===== config.mk =====
export PLATFORM = sky130hd
export DESIGN_NAME = ptm_channel
export DESIGN_NICKNAME = d
export VERILOG_FILES = /design/src/hw/ptm_pkg.sv /design/src/hw/ptm_tick_gen.sv /design/src/hw/ptm_channel.sv
export SDC_FILE = /design/constraint.sdc
export NUM_CORES = 1
export LEC_CHECK = 0
export BUFFER_PORTS_ARGS = -buffer_cell sky130_fd_sc_hd__buf_2
export CAP_MARGIN = 5
export CORE_ASPECT_RATIO = 2
export CORE_MARGIN = 3
export CORE_UTILIZATION = 55
export DETAILED_ROUTE_END_ITERATION = 7
export PLACE_DENSITY = 0.76
export SLEW_MARGIN = 5
export SYNTH_ARGS = -nofsm -noshare
export SYNTH_HDL_FRONTEND = slang
export SYNTH_SLANG_ARGS = --single-unit

===== constraint.sdc =====
create_clock -name core_clk -period 2.8 [get_ports core_clk]
set_clock_uncertainty 0.05 [all_clocks]
set_input_delay 0.28 -clock core_clk [delete_from_list [all_inputs] [get_ports core_clk]]
set_output_delay 0.28 -clock core_clk [all_outputs]
set_load 0.01 [all_outputs]

===== src/hw/ptm_pkg.sv =====
// Purpose: Shared constants and types for the pulse measure timer channel
// Assumes: One core clock domain, all inputs synchronous to it
// Notes: Select encodings are the values driven on the config ports
package ptm_pkg;

	localparam int CNT_W = 16;

	localparam logic [15:0] CNT_ZERO  = 16'h0000;
	localparam logic [15:0] CNT_ONE   = 16'h0001;
	localparam logic [15:0] CNT_MAX   = 16'hffff;
	localparam logic [15:0] RST_CNT   = 16'h0000;
	localparam logic [15:0] RST_RELOAD = 16'h0000;
	localparam logic        RST_OVF   = 1'b1;
	localparam logic        RST_START = 1'b0;

	// Operating mode select
	localparam logic [1:0] MODE_TIMER = 2'h0;
	localparam logic [1:0] MODE_EVENT = 2'h1;
	localparam logic [1:0] MODE_MEAS  = 2'h2;

	// Internal count source select
	localparam logic [1:0] SRC_DIV1  = 2'h0;
	localparam logic [1:0] SRC_DIV8  = 2'h1;
	localparam logic [1:0] SRC_DIV32 = 2'h2;
	localparam logic [1:0] SRC_SUB32 = 2'h3;

	// Event source select
	localparam logic [1:0] EVT_FALL  = 2'h0;
	localparam logic [1:0] EVT_RISE  = 2'h1;
	localparam logic [1:0] EVT_BOTH  = 2'h2;
	localparam logic [1:0] EVT_NEIGH = 2'h3;

	// Measurement select
	localparam logic [1:0] MEAS_PER_FALL = 2'h0;
	localparam logic [1:0] MEAS_PER_RISE = 2'h1;
	localparam logic [1:0] MEAS_WIDTH    = 2'h2;

	// Divider step, zero and terminal counts
	localparam logic [4:0] DIV_ONE    = 5'h01;
	localparam logic [4:0] DIV8_LAST  = 5'h07;
	localparam logic [4:0] DIV32_LAST = 5'h1f;
	localparam logic [4:0] DIV_ZERO   = 5'h00;

	typedef enum logic [2:0] {
		ST_HALT,
		ST_COUNT,
		ST_RELOAD,
		ST_ARM,
		ST_MEAS
	} ptm_state_t;

endpackage


===== src/hw/ptm_tick_gen.sv =====
// Purpose: Count source tick generator, main clock and secondary clock dividers
// Assumes: sub_clk is a slow level synchronous to core_clk
// Notes: Tick is registered; a one-cycle pulse except for main clock /1, where it stays high
`timescale 1ns/1ps
`default_nettype none
module ptm_tick_gen (
	input  wire logic       core_clk,
	input  wire logic       rst_n,
	input  wire logic [1:0] src_sel,
	input  wire logic       sub_clk,
	output logic            tick
);

	typedef struct packed {
		logic [4:0] div_cnt;
		logic [4:0] sub_cnt;
		logic       sub_prev;
		logic       tick;
	} ptm_tick_state_t;

	ptm_tick_state_t s_r;
	ptm_tick_state_t s_nxt;

	logic main_clock_div1;
	logic main_clock_div8;
	logic main_clock_div32;
	logic sub_clock_div32;
	logic sub_rise;

	always_comb begin
		s_nxt            = s_r;
		sub_rise         = sub_clk & ~s_r.sub_prev;
		main_clock_div1  = 1'b1;
		main_clock_div8  = (s_r.div_cnt[2:0] == ptm_pkg::DIV8_LAST[2:0]);
		main_clock_div32 = (s_r.div_cnt == ptm_pkg::DIV32_LAST);
		sub_clock_div32  = sub_rise && (s_r.sub_cnt == ptm_pkg::DIV32_LAST);
		s_nxt.div_cnt    = s_r.div_cnt + ptm_pkg::DIV_ONE;
		s_nxt.sub_prev   = sub_clk;
		if (sub_rise) begin
			s_nxt.sub_cnt = s_r.sub_cnt + ptm_pkg::DIV_ONE;
		end
		unique case (src_sel)
			ptm_pkg::SRC_DIV1:  s_nxt.tick = main_clock_div1;
			ptm_pkg::SRC_DIV8:  s_nxt.tick = main_clock_div8;
			ptm_pkg::SRC_DIV32: s_nxt.tick = main_clock_div32;
			ptm_pkg::SRC_SUB32: s_nxt.tick = sub_clock_div32;
		endcase
	end

	always_ff @(posedge core_clk or negedge rst_n) begin
		if (!rst_n) begin
			s_r <= '0;
		end else begin
			s_r <= s_nxt;
		end
	end

	assign tick = s_r.tick;

endmodule
`default_nettype wire


===== src/hw/ptm_channel.sv =====
// Purpose: One 16-bit timer channel with timer, event and measurement modes
// Assumes: All inputs synchronous to core_clk; strobes are one-cycle pulses
// Notes: Neighbour wrap (channel 0 from 2, channel 3 from 5) is wired outside
// Function
// - One 16-bit counter per channel in timer, event or measurement mode.
// - Internal source is main clock /1, /8, /32 or secondary clock /32.
// - Timer and event modes underflow after value plus one ticks, then request.
// - Timer or event read returns the live count as a 16-bit word.
// - Measurement read returns last result; undefined before second edge.
// - Write while counting updates reload only; while stopped, reload and counter.
// - Timer register writes are ignored in measurement mode.
// - Timer mode decrements per tick; underflow reloads, continues, sets request.
// - Clearing the start flag freezes the counter in timer and event modes.
// - Event source is pin falling, rising, both edges or neighbour overflow.
// - Event mode underflow reloads, keeps counting and sets request.
// - Period measurement counts internal source between like edges of the pin.
// - First effective edge clears counter, loads undefined reload, no request.
// - Later edges capture counter into reload, set request, clear counter.
// - Width measurement uses both edges, high and low widths alternate.
// - Measurement request on edge or overflow; overflow flag tells them apart.
// - Overflow flag clears on mode write while started; software never sets it.
// - Overflow flag reads one after reset.
// - Overflow may occur between count start and the first edge.
// - Changing measurement select after start sets request; same value does not.
// - Read at reload instant gives all ones; halted write reads back.
// - Start flag is zero after reset; load the timer before starting.
`timescale 1ns/1ps
`default_nettype none
module ptm_channel (
	input  wire logic        core_clk,
	input  wire logic        resetn,
	input  wire logic        timer_input_pin,
	input  wire logic        neighbour_channel,
	input  wire logic        sub_clk,
	input  wire logic        start_wr,
	input  wire logic        start_wdata,
	input  wire logic        mode_wr,
	input  wire logic [1:0]  mode_sel,
	input  wire logic [1:0]  src_sel,
	input  wire logic [1:0]  evt_sel,
	input  wire logic [1:0]  meas_sel,
	input  wire logic        timer_wr,
	input  wire logic [15:0] timer_wdata,
	input  wire logic        timer_rd,
	input  wire logic        irq_clr,
	output logic [15:0]      timer_rdata,
	output logic             irq_req,
	output logic             ovf_flag,
	output logic             count_start,
	output logic             underflow_out
);

	typedef struct packed {
		ptm_pkg::ptm_state_t st;
		logic [15:0]         cnt;
		logic [15:0]         reload;
		logic [15:0]         rdata;
		logic [1:0]          mode;
		logic [1:0]          src;
		logic [1:0]          evt;
		logic [1:0]          meas;
		logic                start;
		logic                irq;
		logic                ovf;
		logic                uflow;
		logic                pin_prev;
	} ptm_chan_state_t;

	localparam ptm_chan_state_t RST_STATE = '{
		st:       ptm_pkg::ST_HALT,
		cnt:      ptm_pkg::RST_CNT,
		reload:   ptm_pkg::RST_RELOAD,
		rdata:    ptm_pkg::RST_CNT,
		mode:     ptm_pkg::MODE_TIMER,
		src:      ptm_pkg::SRC_DIV1,
		evt:      ptm_pkg::EVT_FALL,
		meas:     ptm_pkg::MEAS_PER_FALL,
		start:    ptm_pkg::RST_START,
		irq:      1'b0,
		ovf:      ptm_pkg::RST_OVF,
		uflow:    1'b0,
		// Matches the idle high pin so no false edge follows reset
		pin_prev: 1'b1
	};

	logic [1:0]      rst_sync_r;
	logic            rst_n;
	ptm_chan_state_t s_r;
	ptm_chan_state_t s_nxt;
	logic            int_tick;
	logic            pin_rise;
	logic            pin_fall;
	logic            evt_tick;
	logic            eff_edge;
	logic            src_tick;
	logic            is_meas;
	logic            ovf_set;

	// Pick an edge event from rise and fall by the wanted polarity
	function automatic logic edge_pick(
		input logic rise,
		input logic fall,
		input logic want_rise,
		input logic want_fall
	);
		edge_pick = (rise & want_rise) | (fall & want_fall);
	endfunction

	// Reset is asserted at once but released only after two clean edges
	always_ff @(posedge core_clk or negedge resetn) begin
		if (!resetn) begin
			rst_sync_r <= 2'h0;
		end else begin
			rst_sync_r <= {rst_sync_r[0], 1'b1};
		end
	end

	assign rst_n = rst_sync_r[1];

	ptm_tick_gen u_tick (
		.core_clk (core_clk),
		.rst_n    (rst_n),
		.src_sel  (s_r.src),
		.sub_clk  (sub_clk),
		.tick     (int_tick)
	);

	always_comb begin
		s_nxt    = s_r;
		ovf_set  = 1'b0;
		is_meas  = (s_r.mode == ptm_pkg::MODE_MEAS);
		pin_rise = timer_input_pin & ~s_r.pin_prev;
		pin_fall = ~timer_input_pin & s_r.pin_prev;

		unique case (s_r.evt)
			ptm_pkg::EVT_FALL:  evt_tick = edge_pick(pin_rise, pin_fall, 1'b0, 1'b1);
			ptm_pkg::EVT_RISE:  evt_tick = edge_pick(pin_rise, pin_fall, 1'b1, 1'b0);
			ptm_pkg::EVT_BOTH:  evt_tick = edge_pick(pin_rise, pin_fall, 1'b1, 1'b1);
			ptm_pkg::EVT_NEIGH: evt_tick = neighbour_channel;
		endcase

		case (s_r.meas)
			ptm_pkg::MEAS_PER_FALL: eff_edge = edge_pick(pin_rise, pin_fall, 1'b0, 1'b1);
			ptm_pkg::MEAS_PER_RISE: eff_edge = edge_pick(pin_rise, pin_fall, 1'b1, 1'b0);
			// Select code 3 is not a documented choice; treat it as width
			default:                eff_edge = edge_pick(pin_rise, pin_fall, 1'b1, 1'b1);
		endcase

		// Event mode counts pin edges or neighbour overflows, else the divider
		src_tick = (s_r.mode == ptm_pkg::MODE_EVENT) ? evt_tick : int_tick;

		s_nxt.pin_prev = timer_input_pin;
		s_nxt.uflow    = 1'b0;

		// Clears come first so that any set later in this process wins
		if (irq_clr) begin
			s_nxt.irq = 1'b0;
		end

		if (start_wr) begin
			s_nxt.start = start_wdata;
		end

		if (mode_wr) begin
			s_nxt.mode = mode_sel;
			s_nxt.src  = src_sel;
			s_nxt.evt  = evt_sel;
			s_nxt.meas = meas_sel;
			if (s_r.start) begin
				s_nxt.ovf = 1'b0;
				if (is_meas && (meas_sel != s_r.meas)) begin
					s_nxt.irq = 1'b1;
				end
			end
		end

		if (timer_rd) begin
			s_nxt.rdata = is_meas ? s_r.reload : s_r.cnt;
		end

		if (timer_wr && !is_meas) begin
			s_nxt.reload = timer_wdata;
			if (!s_r.start) begin
				s_nxt.cnt = timer_wdata;
			end
		end

		unique case (s_r.st)
			ptm_pkg::ST_HALT: begin
				// Counter holds here; only a halted write moves it
				if (s_r.start) begin
					s_nxt.st = is_meas ? ptm_pkg::ST_ARM : ptm_pkg::ST_COUNT;
				end
			end
			ptm_pkg::ST_COUNT: begin
				if (!s_r.start) begin
					s_nxt.st = ptm_pkg::ST_HALT;
				end else if (is_meas) begin
					s_nxt.st = ptm_pkg::ST_ARM;
				end else if (src_tick) begin
					if (s_r.cnt == ptm_pkg::CNT_ZERO) begin
						// One cycle at all ones makes the reload instant visible
						s_nxt.cnt   = ptm_pkg::CNT_MAX;
						s_nxt.st    = ptm_pkg::ST_RELOAD;
						s_nxt.irq   = 1'b1;
						s_nxt.uflow = 1'b1;
					end else begin
						s_nxt.cnt = s_r.cnt - ptm_pkg::CNT_ONE;
					end
				end
			end
			ptm_pkg::ST_RELOAD: begin
				// Take the newest reload, including a write in this cycle
				s_nxt.cnt = s_nxt.reload;
				s_nxt.st  = s_r.start ? ptm_pkg::ST_COUNT : ptm_pkg::ST_HALT;
			end
			ptm_pkg::ST_ARM,
			ptm_pkg::ST_MEAS: begin
				if (!s_r.start) begin
					s_nxt.st = ptm_pkg::ST_HALT;
				end else if (!is_meas) begin
					s_nxt.st = ptm_pkg::ST_COUNT;
				end else begin
					if (int_tick) begin
						s_nxt.cnt = s_r.cnt + ptm_pkg::CNT_ONE;
						if (s_r.cnt == ptm_pkg::CNT_MAX) begin
							ovf_set   = 1'b1;
							s_nxt.ovf = 1'b1;
							s_nxt.irq = 1'b1;
						end
					end
					// An edge beats a coincident tick; the interval restarts at zero
					if (eff_edge) begin
						s_nxt.cnt    = ptm_pkg::CNT_ZERO;
						s_nxt.reload = s_r.cnt;
						if (s_r.st == ptm_pkg::ST_ARM) begin
							s_nxt.st = ptm_pkg::ST_MEAS;
						end else begin
							s_nxt.irq = 1'b1;
						end
					end
				end
			end
		endcase
	end

	always_ff @(posedge core_clk or negedge rst_n) begin
		if (!rst_n) begin
			s_r <= RST_STATE;
		end else begin
			s_r <= s_nxt;
		end
	end

	assign timer_rdata   = s_r.rdata;
	assign irq_req       = s_r.irq;
	assign ovf_flag      = s_r.ovf;
	assign count_start   = s_r.start;
	assign underflow_out = s_r.uflow;

	chk_halt_freeze: assert property (
		@(posedge core_clk) disable iff (!rst_n)
		(s_r.st == ptm_pkg::ST_HALT && !timer_wr) |=> (s_r.cnt == $past(s_r.cnt))
	) else $error("counter moved while halted");

	chk_uflow_request: assert property (
		@(posedge core_clk) disable iff (!rst_n)
		s_r.uflow |-> (s_r.irq && s_r.cnt == ptm_pkg::CNT_MAX
			&& s_r.st == ptm_pkg::ST_RELOAD)
	) else $error("underflow without request or all ones");

	chk_uflow_single: assert property (
		@(posedge core_clk) disable iff (!rst_n)
		s_r.uflow |=> !s_r.uflow
	) else $error("underflow pulse longer than one cycle");

	chk_stop_freeze: assert property (
		@(posedge core_clk) disable iff (!rst_n)
		(s_r.st == ptm_pkg::ST_COUNT && !s_r.start && !timer_wr)
		|=> (s_r.st == ptm_pkg::ST_HALT && s_r.cnt == $past(s_r.cnt))
	) else $error("clearing start did not freeze the counter");

	chk_reload_after: assert property (
		@(posedge core_clk) disable iff (!rst_n)
		(s_r.st == ptm_pkg::ST_RELOAD && !timer_wr)
		|=> (s_r.cnt == $past(s_r.reload))
	) else $error("counter not reloaded after underflow");

	chk_meas_nowrite: assert property (
		@(posedge core_clk) disable iff (!rst_n)
		(is_meas && timer_wr && !eff_edge) |=> (s_r.reload == $past(s_r.reload))
	) else $error("timer write took effect in measurement mode");

	chk_run_write: assert property (
		@(posedge core_clk) disable iff (!rst_n)
		(!is_meas && timer_wr && s_r.start && s_r.st == ptm_pkg::ST_COUNT && !src_tick)
		|=> (s_r.cnt == $past(s_r.cnt) && s_r.reload == $past(timer_wdata))
	) else $error("running write disturbed the counter");

	chk_halt_readback: assert property (
		@(posedge core_clk) disable iff (!rst_n)
		(!is_meas && timer_wr && !s_r.start && s_r.st == ptm_pkg::ST_HALT && !start_wr)
		##1 timer_rd |=> (s_r.rdata == $past(timer_wdata, 2))
	) else $error("halted write not read back");

	chk_ovf_clear: assert property (
		@(posedge core_clk) disable iff (!rst_n)
		(mode_wr && s_r.start && !ovf_set) |=> !s_r.ovf
	) else $error("overflow flag not cleared by mode write");

	chk_ovf_cause: assert property (
		@(posedge core_clk) disable iff (!rst_n)
		$rose(s_r.ovf) |-> ($past(ovf_set) && s_r.irq)
	) else $error("overflow flag set without a wrap");

	chk_first_edge: assert property (
		@(posedge core_clk) disable iff (!rst_n)
		(s_r.st == ptm_pkg::ST_ARM && s_r.start && is_meas && eff_edge)
		|=> (s_r.cnt == ptm_pkg::CNT_ZERO && s_r.st == ptm_pkg::ST_MEAS)
	) else $error("first edge did not arm measurement");

	chk_edge_capture: assert property (
		@(posedge core_clk) disable iff (!rst_n)
		(s_r.st == ptm_pkg::ST_MEAS && s_r.start && is_meas && eff_edge)
		|=> (s_r.reload == $past(s_r.cnt) && s_r.irq && s_r.cnt == ptm_pkg::CNT_ZERO)
	) else $error("measurement not captured on edge");

	chk_meas_change: assert property (
		@(posedge core_clk) disable iff (!rst_n)
		(mode_wr && s_r.start && is_meas && meas_sel != s_r.meas) |=> s_r.irq
	) else $error("measurement select change gave no request");

	chk_read_live: assert property (
		@(posedge core_clk) disable iff (!rst_n)
		(timer_rd && !is_meas) |=> (s_r.rdata == $past(s_r.cnt))
	) else $error("read did not return the live count");

	chk_read_result: assert property (
		@(posedge core_clk) disable iff (!rst_n)
		(timer_rd && is_meas) |=> (s_r.rdata == $past(s_r.reload))
	) else $error("read did not return the measurement");

endmodule
`default_nettype wire


==> implementation parameters <==
Parameter                              Value

Run status
  Run status ... completed

Synthesis
  Post-synth ARST share ... 100%
  Fraction of the yosys area taken by sequential cells ... 39.2%
  Adder and majority cell fraction of the synthesized area ... 2.26%
  Synthesized area ... 4980 um^2
  Count of mapped cells out of synthesis ... 577
  Netlist cell types ... 66
  Mapped Nets ... 621
  Post-synthesis xor/xnor area fraction ... 3.52%
  Top-area cell type share of the netlist area ... 38.2%
  Leading area contributor after synthesis ... sky130_fd_sc_hd__dfrtp_1
  Count of yosys warnings during synthesis ... 0
  Dominant cells by area after synthesis ... sky130_fd_sc_hd__dfrtp_1 38%, sky130_fd_sc_hd__nand2_1 5.5%, sky130_fd_sc_hd__mux2i_1 4.8%
  Dominant combinational cell family by area after synthesis ... simple AND/OR/NAND/NOR gates
  Post-synthesis compound-gate area fraction ... 18.9%
  Average size of a mapped cell ... 8.63 um^2
  Basic-gate share of the synthesized area counting and, or, nand and nor cells ... 21.3%
  Ys flop type ... sky130_fd_sc_hd__dfrtp_1
  Proportion of synthesized area in mux cells ... 7.99%
  Post-synth EDFFs ... 0
  Flip-flop and latch count after synthesis ... 78

Clock network
  Quantity of gates resized following cts ... 0
  CTS sink count ... 78
  Clk slew on worst S/H paths ... 0.06 ns
  H-tree levels ... 3
  Cell at the root of the clock tree ... sky130_fd_sc_hd__clkbuf_16
  Longest Clk Path Bufs ... 2
  Clock tree from TritonCTS ... built
  Clock latency on the worst-skew pair ... 0.34 ns
  TritonCTS Buffers ... 9

Global routing
  Wire length of the first global-routing pass ... 22900 um
  Total grt overflow ... 0
  Pin count of the biggest net entering global routing ... 77
  Gr usage total ... 28.9%
  Number of global-route vias before repair ... 4612
  Initial antenna violation count ... 0

Power
  Fraction of power consumed by sequential logic ... 37.7%
  Static Leak ... 2.48 nW
  Power density normalized to cell area ... 892 nW/um^2
  Switching pwr ... 2.08 mW
  Share of total power in the clock network ... 21.1%
  Internal Dissipation ... 2.88 mW
  Overall power after layout ... 4.96 mW
  VDD IR-drop max ... 0.557 mV
  Relative contribution of combinational cells to total power ... 41.2%
  Switch share ... 41.9%

Floorplan
  Core area ... 8710 um^2
  Initial standard-cell utilization of the core ... 57.2%
  Chip Height ... 141 um
  # rows ... 48
  Top-level I/O count ... 55
  Die outline area ... 10300 um^2
  DIE WIDTH ... 73.3 um

Route
  Length of the first detailed-routing pass in iterations ... 5
  Sum of routed wire length over all layers ... 14300 um
  Met3 wire len ... 777 um
  Total number of vias ... 4604
  Number of design-rule violations left by the first detailed-router iteration ... 445
  Routed length on met1 ... 5240 um
  Routed length on met2 ... 7570 um
  Post-DR vias/cell ... 6.43
  Number of remaining DRC errors ... 0
  Uppermost layer routed ... met4
  Routed Antenna Nets ... 0
  Detailed-route wire length per cell ... 20.0 um

Worst setup path
  Standard cell with the maximum stage delay on the critical path ... sky130_fd_sc_hd__nor4b_1
  Critical Path End Type ... register
  Peak fanout along the critical path ... 5
  Category of the most critical setup path ... register to register
  Data arrival time of the critical path ... 2.68 ns
  Critical Path Max Stage Delay ... 0.61 ns
  Critical path required time ... 2.97 ns
  Internal reg-to-reg setup slack ... 0.29 ns
  Cell type group with the largest total delay on the critical path ... simple AND/OR/NAND/NOR gates
  Critical path launch point ... s_r[45]
  Ordered cell list for the critical path ... inv_1, ha_1, nor4b_1, nand3_1, nor4_1, a211o_1, nand3_1, o22a_1
  Worst Setup Start Kind ... register
  Crit path buffers/inverters ... 1
  Worst path most repeated cell ... sky130_fd_sc_hd__nand3_1
  Start of the worst register-to-register path ... s_r[45]

Timing
  Number of hold-slack violations in the final timing report ... 0
  Part of the cycle the worst path needs ... 89.8%
  Max-Slew Margin vs Limit ... 33.8%
  Post-Route Setup TNS ... 0 ns
  Max Clock Freq ... 398 MHz
  Slew Viols, Final ... 0
  Transition time at the pin with the least slew margin ... 0.993 ns
  Minimum clock period ... 2.51 ns
  Final setup violation count ... 0
  RSZ-0062 raised after global routing ... false

Placement
  Estimated wirelength of the detail-placed design ... 10600 um
  Port-buffer cells ... 54
  Global placer's final weighted congestion ... 0.960

Final layout
  Antenna fix cells ... 0
  NumNets Final ... 655
  Fraction of final layout cells sized beyond drive strength 1 ... 19.3%
  Synth-to-layout area growth ... 11.8%
  Fillers ... 744
  Final Core Density ... 63.9%

Worst hold path
  Hold path start ... timer_input_pin
  Hold crit path type ... input pin to register

Job
  Max-Cap Viols ... 0
-- per-layer routing --
layer	GRT usage (%)	vias up
met5	0	-
met4	16.8	0
met3	4.74	61
met2	49.6	212
met1	32.5	2187
li1	-	2144
-- layout make-up --
cell class | instances | area [um^2] | share of cell area, %
inverter | 11 | 41.3 | 0.742
timing repair buffer | 81 | 488 | 8.77
tap | 100 | 125 | 2.25
clock buffer | 10 | 229 | 4.11
sequential | 78 | 1960 | 35.2
multi-input combinational | 430 | 2690 | 48.3
clock inverter | 6 | 36.3 | 0.652
-- cell usage after synthesis, types with 3 or more instances --
cell type,number
sky130_fd_sc_hd__buf_2,8
sky130_fd_sc_hd__dfrtp_1,76
sky130_fd_sc_hd__nor3_1,15
sky130_fd_sc_hd__buf_4,18
sky130_fd_sc_hd__a211o_1,4
sky130_fd_sc_hd__nor2b_1,8
sky130_fd_sc_hd__a211oi_1,5
sky130_fd_sc_hd__clkbuf_1,29
sky130_fd_sc_hd__mux2i_1,24
sky130_fd_sc_hd__xnor2_1,8
sky130_fd_sc_hd__o221ai_1,3
sky130_fd_sc_hd__nand2_1,73
sky130_fd_sc_hd__ha_1,9
sky130_fd_sc_hd__a32oi_1,5
sky130_fd_sc_hd__o22ai_1,14
sky130_fd_sc_hd__nand4_1,8
sky130_fd_sc_hd__a31oi_1,24
sky130_fd_sc_hd__nand2b_1,7
sky130_fd_sc_hd__nor4_1,5
sky130_fd_sc_hd__mux2_2,14
sky130_fd_sc_hd__buf_1,3
sky130_fd_sc_hd__nor2_1,63
sky130_fd_sc_hd__and4_1,3
sky130_fd_sc_hd__o211ai_1,3
sky130_fd_sc_hd__o21ai_0,18
sky130_fd_sc_hd__a21oi_1,33
sky130_fd_sc_hd__and3_1,3
sky130_fd_sc_hd__xor2_1,12
sky130_fd_sc_hd__nand3_1,14
sky130_fd_sc_hd__inv_1,11
sky130_fd_sc_hd__a221o_1,3
sky130_fd_sc_hd__a222oi_1,5
sky130_fd_sc_hd__and2_1,4
-- cells by family after synthesis --
family / after synthesis
simple gates: 221
compound gates: 141
flops: 78
buf+inv: 69
mux: 38
xor+xnor: 20
fa+ha+maj: 9
other cells: 1
-- power groups by stage --
stage | Sequential, mW | Combinational, mW | Clock, mW
after floorplan | 1.61 | 1.71 | 0
after global placement | 1.85 | 1.99 | 0
after detailed placement | 1.87 | 1.99 | 0
after CTS | 1.86 | 2.01 | 1.07
after global routing | 1.92 | 2.24 | 1.12
final | 1.87 | 2.04 | 1.05
-- placed cells by master, fill, tap and decap left out, types with 3 or more instances in the layout --
cell and instances:
sky130_fd_sc_hd__nor4_1 5, sky130_fd_sc_hd__a211o_1 4, sky130_fd_sc_hd__buf_2 54, sky130_fd_sc_hd__a211oi_1 5, sky130_fd_sc_hd__nand2_1 73, sky130_fd_sc_hd__o22ai_1 14
sky130_fd_sc_hd__mux2i_1 24, sky130_fd_sc_hd__a221o_1 3, sky130_fd_sc_hd__mux2_2 14, sky130_fd_sc_hd__clkbuf_16 9, sky130_fd_sc_hd__xor2_1 12, sky130_fd_sc_hd__nor2_1 63
sky130_fd_sc_hd__o21ai_0 18, sky130_fd_sc_hd__buf_4 25, sky130_fd_sc_hd__nand2b_1 7, sky130_fd_sc_hd__and2_1 4, sky130_fd_sc_hd__nand4_1 8, sky130_fd_sc_hd__a32oi_1 5
sky130_fd_sc_hd__nor3_1 15, sky130_fd_sc_hd__and4_1 3, sky130_fd_sc_hd__nor2b_1 8, sky130_fd_sc_hd__inv_1 11, sky130_fd_sc_hd__ha_1 9, sky130_fd_sc_hd__a222oi_1 5
sky130_fd_sc_hd__o221ai_1 3, sky130_fd_sc_hd__nand3_1 14, sky130_fd_sc_hd__dfrtp_1 75, sky130_fd_sc_hd__a21oi_1 33, sky130_fd_sc_hd__xnor2_1 8, sky130_fd_sc_hd__clkinv_2 4
sky130_fd_sc_hd__and3_1 3, sky130_fd_sc_hd__a31oi_1 24, sky130_fd_sc_hd__o211ai_1 3
-- flip-flops by register name, summed over array words and instances (netlist names) --
name           cells
irq_req            1
count_start        1
u_tick.s_r        11
ovf_flag           1
s_r               44
timer_rdata       16
underflow_out      1
rst_sync_r         2
u_tick.tick        1
-- final timing paths --
| check | to | depth (start not counted) |
|---|---|---|
| max reg2reg | s_r[61] | 8 |
| max in group asynchronous | s_r[54] | 0 |
| min | s_r[0] | 1 |
| min in group asynchronous | rst_sync_r[1] | 2 |
| min reg2reg | rst_sync_r[1] | 0 |
| max | s_r[61] | 8 |
-- timing repair --
action,CTS,global route
buffers inserted,0,0
hold buffers,1,0
hold endpoints to repair,2,0
-- per-stage QoR --
| stage | hold WS [ns] | instance area, um^2 | cells | setup WS, ns |
|---|---|---|---|---|
| 6_report | 0.0159 | 5570 | 716 | 0.286 |
| 4_1_cts | 0.00686 | 5570 | 716 | 0.338 |
| 5_1_grt | 0.00703 | 5570 | 716 | 0.154 |
| 3_5_place_dp | 0.0157 | 5290 | 699 | 0.376 |
| 3_3_place_gp | 0.0138 | 5290 | 699 | 0.447 |
| 2_1_floorplan | -0.0656 | 4980 | 577 | 0.420 |
Power figures use the tool's default switching activity.
